File: config.mk
export PLATFORM = sky130hd
export DESIGN_NAME = mxh_host
export DESIGN_NICKNAME = d
export VERILOG_FILES = /design/src/mxh_pkg.sv /design/src/mxh_host.sv /design/src/mxh_par.sv
export SDC_FILE = /design/constraint.sdc
export NUM_CORES = 1
export LEC_CHECK = 0
export ABC_CLOCK_PERIOD_IN_PS = 5450
export BUFFER_PORTS_ARGS = -buffer_cell sky130_fd_sc_hd__buf_2
export CAP_MARGIN = 25
export CORE_AREA = 2 2 183 185
export CTS_CLUSTER_DIAMETER = 60
export DETAILED_ROUTE_END_ITERATION = 12
export DIE_AREA = 0 0 185 187
export GPL_ROUTABILITY_DRIVEN = 0
export GPL_TIMING_DRIVEN = 0
export HOLD_SLACK_MARGIN = 0.05
export PLACE_DENSITY = 0.74
export SLEW_MARGIN = 20
export SYNTH_ARGS = -nofsm -noshare
export SYNTH_HDL_FRONTEND = slang
export SYNTH_HIERARCHICAL = 1
export SYNTH_SLANG_ARGS = --single-unit
File: constraint.sdc
create_clock -name clk_sys -period 5.45 [get_ports clk_sys]
set_input_delay 0.8175 -clock clk_sys [delete_from_list [all_inputs] [get_ports clk_sys]]
set_output_delay 0.8175 -clock clk_sys [all_outputs]
set_load 0.005 [all_outputs]
File: src/mxh_pkg.sv
// Package for the host-side client of a 64-bit 10G MAC stream and media ports.
// Assumes one client clock; the transmit media clock arrives as an ordinary sampled input.
`default_nettype none
package mxh_pkg;
    // ==================================================
    // Widths and lanes
    localparam int          LANES      = 8;
    localparam int          DW         = 64;
    localparam int          CW         = 8;
    // ==================================================
    // Counts and reset values
    localparam int          MIN_FRAME  = 64;
    localparam logic [7:0]  KEEP_ALL   = 8'hff;
    localparam logic [7:0]  KEEP_NONE  = 8'h00;
    localparam logic [15:0] LEN_RST    = 16'h0000;
    localparam logic [15:0] TX_BEATS_D = 16'h0008;
    localparam int          MCLK_DIV   = 4;
    localparam int          RST_SYNC   = 2;

    // One stream beat
    typedef struct packed {
        logic [63:0] data;
        logic [7:0]  keep;
        logic        last;
        logic        user;
        logic [7:0]  par;
    } mxh_beat_t;

    // One media word
    typedef struct packed {
        logic [63:0] d;
        logic [7:0]  c;
    } mxh_mii_t;

    typedef enum logic [3:0] {
        TX_IDLE  = 4'b0001,
        TX_BODY  = 4'b0010,
        TX_LAST  = 4'b0100,
        TX_GAP   = 4'b1000
    } mxh_tx_st_t;
endpackage : mxh_pkg
`default_nettype wire
File: src/mxh_host.sv
// Host client for a 64-bit 10G MAC: transmit master, receive sink, media side.
// Assumes stream signals on clk_sys; transmit media clock and reset come from outside.
`default_nettype none
// How it works
// - PHY gives 64-bit receive data, 8-bit control and a receive media clock.
// - Receive media reset enters the MAC; MAC sends a transmit media reset out.
// - Integrator holds both path resets high until the client clock is stable.
// - All client signals launch and sample on the rising client clock edge.
// - Lane n is data bits 8n+7 to 8n; keep bit n qualifies lane n.
// - Client raises valid with data and keep in the same cycle.
// - Ready accepts a beat; client holds beat while ready is low (here send_stall drops valid in a body beat even then).
// - Client marks last beat with tlast for one beat and proper keep.
// - User high on last beat marks frame bad, an explicit abort.
// - Client sends 8-bit per-lane parity in keep lane order.
// - Receive has no ready; client takes every valid beat.
module mxh_host (
    // Clock and reset
    input  wire logic              clk_sys,
    input  wire logic              arst_n,
    // Frame request
    input  wire logic              send_go,
    input  wire logic [15:0]       send_beats,
    input  wire logic [2:0]        send_tail,
    input  wire logic              send_bad,
    input  wire logic              send_stall,
    output logic                   send_busy,
    // Path resets toward MAC
    output logic                   rx_path_rst,
    output logic                   tx_path_rst,
    // Transmit stream
    output mxh_pkg::mxh_beat_t     tx_beat,
    output logic                   tx_valid,
    input  wire logic              tx_ready,
    // Receive stream
    input  wire mxh_pkg::mxh_beat_t rx_beat,
    input  wire logic              rx_valid,
    // Receive results
    output logic                   rx_done,
    output logic                   rx_bad_q,
    output logic                   rx_par_err_q,
    output logic [15:0]            rx_len_q,
    output logic [15:0]            rx_frames_q,
    output logic [15:0]            rx_bad_frames_q,
    // Media side
    output mxh_pkg::mxh_mii_t      phy_rx_word,
    output logic                   phy_rx_clk,
    output logic                   phy_rx_rst,
    input  wire mxh_pkg::mxh_mii_t mac_tx_word,
    input  wire logic              mac_tx_clk,
    input  wire logic              mac_tx_rst,
    output mxh_pkg::mxh_mii_t      mac_tx_cap_q,
    output logic                   mac_tx_in_rst
);
    // ==================================================
    // Path resets
    // Held high until clk_sys runs, released two edges after arst_n rises
    logic [1:0] rst_sh_q;
    always_ff @(posedge clk_sys or negedge arst_n) begin
        if (!arst_n) begin
            rst_sh_q <= 2'b11;
        end else begin
            rst_sh_q <= {rst_sh_q[0], 1'b0};
        end
    end
    assign rx_path_rst = rst_sh_q[1];
    assign tx_path_rst = rst_sh_q[1];

    // ==================================================
    // Transmit beat source
    mxh_pkg::mxh_tx_st_t st_q;
    logic [15:0] left_q;
    logic [2:0]  tail_q;
    logic        bad_q;
    logic [63:0] pat_q;
    logic [7:0]  tx_par;
    logic        fire;

    mxh_par u_tx_par (
        .data (pat_q),
        .par  (tx_par)
    );

    assign fire      = tx_valid && tx_ready;
    assign send_busy = (st_q != mxh_pkg::TX_IDLE);

    // Valid drop mid-frame on request produces an implicit underrun abort
    assign tx_valid = ((st_q == mxh_pkg::TX_BODY) && !send_stall)
                      || (st_q == mxh_pkg::TX_LAST);

    always_comb begin
        tx_beat.data = pat_q;
        tx_beat.par  = tx_par;
        tx_beat.last = (st_q == mxh_pkg::TX_LAST);
        tx_beat.user = (st_q == mxh_pkg::TX_LAST) && bad_q;
        if (st_q == mxh_pkg::TX_LAST) begin
            tx_beat.keep = mxh_pkg::KEEP_ALL >> (3'd7 - tail_q);
        end else if (st_q == mxh_pkg::TX_BODY) begin
            tx_beat.keep = mxh_pkg::KEEP_ALL;
        end else begin
            tx_beat.keep = mxh_pkg::KEEP_NONE;
        end
    end

    always_ff @(posedge clk_sys or negedge arst_n) begin
        if (!arst_n) begin
            st_q    <= mxh_pkg::TX_IDLE;
            left_q  <= mxh_pkg::LEN_RST;
            tail_q  <= 3'h0;
            bad_q   <= 1'b0;
        end else begin
            case (st_q)
                mxh_pkg::TX_IDLE: begin
                    if (send_go && !rst_sh_q[1]) begin
                        left_q  <= (send_beats == 16'h0000) ? 16'h0001 : send_beats;
                        tail_q  <= send_tail;
                        bad_q   <= send_bad;
                        st_q    <= (send_beats <= 16'h0001) ? mxh_pkg::TX_LAST
                                                            : mxh_pkg::TX_BODY;
                    end
                end
                mxh_pkg::TX_BODY: begin
                    if (fire) begin
                        left_q <= left_q - 16'h0001;
                        if (left_q == 16'h0002) begin
                            st_q <= mxh_pkg::TX_LAST;
                        end
                    end
                end
                mxh_pkg::TX_LAST: begin
                    if (fire) begin
                        st_q <= mxh_pkg::TX_GAP;
                    end
                end
                mxh_pkg::TX_GAP: begin
                    st_q <= mxh_pkg::TX_IDLE;
                end
                default: begin
                    st_q <= mxh_pkg::TX_IDLE;
                end
            endcase
        end
    end

    // Data only advances on acceptance so the beat holds while ready is low
    always_ff @(posedge clk_sys or negedge arst_n) begin
        if (!arst_n) begin
            pat_q <= 64'h0706050403020100;
        end else if (fire) begin
            pat_q <= pat_q + 64'h0808080808080808;
        end
    end

    // ==================================================
    // Receive sink, always ready
    logic [7:0] rx_par;
    logic [15:0] acc_q;
    logic [3:0]  nbytes;

    mxh_par u_rx_par (
        .data (rx_beat.data),
        .par  (rx_par)
    );

    always_comb begin
        nbytes = 4'h0;
        for (int i = 0; i < mxh_pkg::LANES; i++) begin
            nbytes = nbytes + {3'h0, rx_beat.keep[i]};
        end
    end

    assign rx_done = rx_valid && rx_beat.last;

    always_ff @(posedge clk_sys or negedge arst_n) begin
        if (!arst_n) begin
            acc_q           <= mxh_pkg::LEN_RST;
            rx_len_q        <= mxh_pkg::LEN_RST;
            rx_bad_q        <= 1'b0;
            rx_frames_q     <= mxh_pkg::LEN_RST;
            rx_bad_frames_q <= mxh_pkg::LEN_RST;
        end else if (rx_valid) begin
            if (rx_beat.last) begin
                acc_q       <= mxh_pkg::LEN_RST;
                rx_len_q    <= acc_q + {12'h000, nbytes};
                rx_frames_q <= rx_frames_q + 16'h0001;
                // Bad frames must be dropped by the user, only counted here
                rx_bad_q    <= rx_beat.user;
                if (rx_beat.user) begin
                    rx_bad_frames_q <= rx_bad_frames_q + 16'h0001;
                end
            end else begin
                acc_q <= acc_q + 16'h0008;
            end
        end
    end

    // Sticky until reset so a single flipped kept lane is never missed
    always_ff @(posedge clk_sys or negedge arst_n) begin
        if (!arst_n) begin
            rx_par_err_q <= 1'b0;
        end else if (rx_valid && ((rx_par ^ rx_beat.par) & rx_beat.keep) != 8'h00) begin
            rx_par_err_q <= 1'b1;
        end
    end

    // ==================================================
    // Media side: PHY receive clock from a divider, idle word, PHY reset
    logic [1:0] div_q;
    always_ff @(posedge clk_sys or negedge arst_n) begin
        if (!arst_n) begin
            div_q <= 2'h0;
        end else begin
            div_q <= div_q + 2'h1;
        end
    end
    assign phy_rx_clk = div_q[1];

    always_ff @(posedge clk_sys or negedge arst_n) begin
        if (!arst_n) begin
            phy_rx_rst  <= 1'b1;
            phy_rx_word <= '0;
        end else if (div_q == 2'h0) begin
            // Launch mid-low so the word is stable at the rising media edge
            phy_rx_rst  <= rst_sh_q[1];
            phy_rx_word <= '{d: 64'h0707070707070707, c: 8'hff};
        end
    end

    // Transmit media clock and reset are sampled, never used as clocks
    logic [2:0] tclk_q;
    logic [1:0] trst_q;
    always_ff @(posedge clk_sys or negedge arst_n) begin
        if (!arst_n) begin
            tclk_q <= 3'h0;
            trst_q <= 2'b11;
        end else begin
            tclk_q <= {tclk_q[1:0], mac_tx_clk};
            trst_q <= {trst_q[0], mac_tx_rst};
        end
    end
    assign mac_tx_in_rst = trst_q[1];

    // Word is captured on a synchronised rising edge; it is slow enough to be stable
    always_ff @(posedge clk_sys or negedge arst_n) begin
        if (!arst_n) begin
            mac_tx_cap_q <= '0;
        end else if (tclk_q[1] && !tclk_q[2]) begin
            mac_tx_cap_q <= mac_tx_word;
        end
    end

    // ==================================================
    // Checks
    a_hold_beat: assert property (@(posedge clk_sys) disable iff (!arst_n)
        tx_valid && !tx_ready |=> $stable(tx_beat.data))
        else $error("Beat changed while not ready");
    a_full_keep: assert property (@(posedge clk_sys) disable iff (!arst_n)
        tx_valid && !tx_beat.last |-> tx_beat.keep == 8'hff)
        else $error("Non-final beat lacks full keep");
    a_last_once: assert property (@(posedge clk_sys) disable iff (!arst_n)
        fire && tx_beat.last |=> !tx_valid)
        else $error("Last beat repeated");
    a_user_last: assert property (@(posedge clk_sys) disable iff (!arst_n)
        tx_beat.user |-> tx_beat.last)
        else $error("User set off the last beat");
    a_tx_parity: assert property (@(posedge clk_sys) disable iff (!arst_n)
        tx_valid |-> tx_beat.par == {^tx_beat.data[63:56], ^tx_beat.data[55:48],
            ^tx_beat.data[47:40], ^tx_beat.data[39:32], ^tx_beat.data[31:24],
            ^tx_beat.data[23:16], ^tx_beat.data[15:8], ^tx_beat.data[7:0]})
        else $error("Transmit parity wrong");
    a_keep_low: assert property (@(posedge clk_sys) disable iff (!arst_n)
        tx_beat.last |-> tx_beat.keep[0] && ((tx_beat.keep + 8'h01) & tx_beat.keep) == 8'h00)
        else $error("Final keep not contiguous from lane 0");
    a_rst_release: assert property (@(posedge clk_sys) disable iff (!arst_n)
        $rose(arst_n) |-> rx_path_rst)
        else $error("Path reset released too early");
    a_rst_hold: assert property (@(posedge clk_sys) disable iff (!arst_n)
        rx_path_rst |-> !tx_valid)
        else $error("Frame started under path reset");
    a_rx_count: assert property (@(posedge clk_sys) disable iff (!arst_n)
        rx_done |=> rx_frames_q == $past(rx_frames_q) + 16'h0001)
        else $error("Receive frame missed");
    a_bad_count: assert property (@(posedge clk_sys) disable iff (!arst_n)
        rx_done && rx_beat.user |=> rx_bad_frames_q == $past(rx_bad_frames_q) + 16'h0001)
        else $error("Bad receive frame not counted");
    a_word_still: assert property (@(posedge clk_sys) disable iff (!arst_n)
        div_q == 2'h1 |=> $stable({phy_rx_rst, phy_rx_word}))
        else $error("Media word changed at its rising clock edge");
endmodule : mxh_host
`default_nettype wire

File: src/mxh_par.sv
// Per-lane even parity generator for one 64-bit beat.
// Pure combinational; used on both stream directions.
`default_nettype none
module mxh_par (
    // Data in
    input  wire logic [63:0] data,
    // Parity out
    output logic      [7:0]  par
);
    // ==================================================
    // Lane parity
    genvar g;
    generate
        for (g = 0; g < mxh_pkg::LANES; g++) begin : g_lane
            assign par[g] = ^data[8*g+7:8*g];
        end
    endgenerate
endmodule : mxh_par
`default_nettype wire

==> results.py <==
metrics = {
    "layout": {
        "final_core_util_pct": 48.9,
        "areaGrowthSynthToFinish_pct": 31.5,
        "final_nets": 1859,
        "drive_above_1_share_pct": 38.9,
        "diodes": 0,
    },
    "worst_setup_path": {
        "rr_endpoint": "pat_q[57]$_DFFE_PN1P_",
        "critPathArrivalTime_ps": 4040,
        "crit_path_max_incr_delay_ps": 500,
        "crit_path_start_kind": "input port",
        "critPathCaptureType": "register",
        "cpMostUsedCell": "fa_1",
        "cp.required_ps": 5850,
        "critPathKind": "in -> reg",
        "crit_chain": "buf_2, fa_1, ha_1, inv_1, fa_1, fa_1, nor2b_1, o21ai_0, a21boi_0, o2111ai_1, nor3_1, xnor2_1, o21ai_0",
        "timing.rr.start": "pat_q[3]$_DFFE_PN0P_",
        "r2r_cells": 8,
        "crit_path_top_delay_cell": "fa_1",
        "r2r_setup_slack_ps": 2820,
        "crit_path_max_fanout": 5,
    },
    "placed_design": {
        "io_buffers": 422,
        "hpwlAfterDp_um": 25100,
    },
    "global_routing": {
        "met3_usage_pct": 4.63,
        "use_met2_pct": 31.9,
        "grtUsageMet1_pct": 20.2,
        "grt_antenna_before_repair": 1,
        "grt_pass1_wl_um": 49900,
        "grt_max_degree": 86,
        "grt_pass1_vias": 9790,
        "globalRoute.totalOverflow": 0,
        "busiest_layer": "met2",
        "grt_usage_pct": 17.8,
    },
    "clock_tree": {
        "ctsHoldBuffers": 0,
        "worst_skew_pair.late_latency_ps": 540,
        "cts_setup_buffers": 0,
        "tritoncts": "done",
        "cts_buffers": 28,
        "clockBufferDepth": 3,
        "cts_resized": 0,
        "cts_root_buf": "clkbuf_16",
        "htreeDepth": 1,
        "cts.clk_slew.worst_paths_ps": 60,
        "cts.sinks": 231,
    },
    "logic_synthesis": {
        "synth_top_family_by_area": "XOR/XNOR gates",
        "synth_compound_area_share_pct": 7.14,
        "yosys_warnings": 6,
        "yosysSeqAreaShare_pct": 47.5,
        "netlist_instances": 1157,
        "synth-adder-area-share_pct": 2.09,
        "yosysTopAreaCellShare_pct": 43.6,
        "synth_area_leaders": "dfrtp_1, xnor2_1, mux2_2",
        "synth-seq-cells": 231,
        "ys_types": 63,
        "avgSynthCellArea_um2": 10.6,
        "synth_top_area_cell": "dfrtp_1",
        "synth_xor_area_share_pct": 16.3,
        "synth.most_common_cell": "dfrtp_1",
        "synth_commonest_cells": "dfrtp_1, xnor2_1, nand2_1",
        "synth-simple-area-share_pct": 13.3,
        "synthesis.area_mm2": 0.0122,
        "synth_flop_cell": "dfrtp_1",
        "async_flop_share_pct": 100,
        "synth_edf_count": 0,
        "synth.area.mux_share_pct": 7.27,
    },
    "detailed_routing": {
        "drt_iter0_drc": 651,
        "routed_wl_um": 32600,
        "via_per_inst": 4.80,
        "via_count": 10211,
        "drcViolationCount": 0,
        "first_pass_iters": 5,
        "postRouteAntennaNets": 0,
        "wl_per_cell_um": 15.3,
    },
    "sta": {
        "slew-limit-headroom_pct": 35.4,
        "fin_crit_ps": 3650,
        "fin_skew_ps": 11.3,
        "worst_pin_slew_ps": 969,
        "setup_viol": 0,
        "fmax_mhz": 274,
        "final.period_utilization_pct": 66.9,
        "rsz0062_at_grt": "no",
        "final_hold_viol_count": 0,
        "final_max_slew_viol_count": 0,
    },
    "floorplanning": {
        "die_x_um": 185,
        "core_area_mm2": 0.0329,
        "initial_core_util_pct": 37.2,
        "io_pins": 466,
        "die_h_um": 187,
        "rows": 67,
        "dieArea_mm2": 0.0346,
    },
    "min_path": {
        "hp-class": "in -> async",
    },
    "power": {
        "power_density_mw_per_mm2": 331,
        "totalPowerFinal_mw": 5.31,
        "p_leak_nw": 7.78,
        "vdd_drop_max_v": 0.000200,
    },
    "flow_run": {
        "maxCapViolations": 0,
    },
    "status": {
        "status": "finished clean",
    },
}
## report_power, final
part,internal [mW],switching [mW]
Sequential,1.96,0.280
Clock,1.10,0.744
Combinational,0.637,0.599
## cell type report
cell class                 instances  area, um2
fill                            3058      16800
multi-input combinational        841       5810
sequential                       231       5800
timing repair buffer             424       2180
clock buffer                      38        810
buffer                           107        688
tap                              448        561
clock inverter                    12        119
inverter                          26       97.6
## state kept, by name, summed over array words and instances, names as in the netlist
name	count
phy_rx_rst	1
rx_frames_q	16
left_q	16
tclk_q	3
rx_par_err_q	1
phy_rx_word	1
rst_sh_q	2
tail_q	3
acc_q	13
bad_q	1
div_q	2
rx_bad_q	1
pat_q	61
mac_tx_cap_q	72
trst_q	2
rx_len_q	16
st_q	4
rx_bad_frames_q	16
## cell families after synthesis
kind of cell	count (synthesis)
muxes	79
other	1
adders and majority gates	18
DFF	231
buffers and inverters	133
AOI/OAI and AO/OA	144
xor gates and xnor gates	227
and+or+nand+nor	324
## layer usage
layer | wire (um) | share of wire (%)
met1 | 12300 | 38
met3 | 3100 | 9.5
met5 | 0 | 0
met2 | 16200 | 50
met4 | 1000 | 3.1
## worst max-delay path by stage
stage,slack (ps),from,depth (start not counted),end
final,1800,rx_beat[10],13,rx_len_q[13]$_DFFE_PN0P_
after global routing,1570,rx_beat[10],13,rx_len_q[13]$_DFFE_PN0P_
after CTS,1800,rx_beat[10],13,rx_len_q[13]$_DFFE_PN0P_
after detailed placement,1250,rx_beat[10],13,rx_len_q[13]$_DFFE_PN0P_
after global placement,-490,arst_n,1,mac_tx_cap_q[17]$_DFFE_PN0P_
after floorplan,1680,rx_beat[10],13,rx_len_q[10]$_DFFE_PN0P_
## cell usage in the layout, fill, tap and decap left out, types with 6 or more instances in the layout
cell       instances
a21oi_1           28
a22oi_1            8
and2_1             8
and3_1            22
buf_2            425
buf_4             75
clkbuf_1          31
clkbuf_16         29
conb_1            49
dfrtp_1          213
dfstp_2           18
ha_1              14
inv_1             26
mux2_2            78
nand2_1           97
nand2b_1          11
nand3_1           31
nand4_1           35
nor2_1            63
nor2b_1            6
nor3_1            19
nor4_1             8
o21ai_0           62
o31ai_1            7
xnor2_1          165
xor2_1            62
## worst max-delay path: cells and delay by family
family                     cells  cell delay, ps
and+or+nand+nor                2             390
AOI/OAI and AO/OA              4             870
adders and majority gates      4            1660
xor gates and xnor gates       1             150
buffers and inverters          2             160
## metrics by stage
stage / hold slack, ps / setup TNS [ps] / std cells / cell area (um2) / setup WS, ps
2_1_floorplan: 331 / 0 / 1205 / 12400 / 1680
3_3_place_gp: 334 / -98250 / 2075 / 15100 / -492
3_5_place_dp: 335 / 0 / 2077 / 15100 / 1250
4_1_cts: 286 / 0 / 2127 / 16100 / 1800
5_1_grt: 315 / 0 / 2127 / 16100 / 1570
6_report: 268 / 0 / 2127 / 16100 / 1800
(Power assumes the default switching activity.)
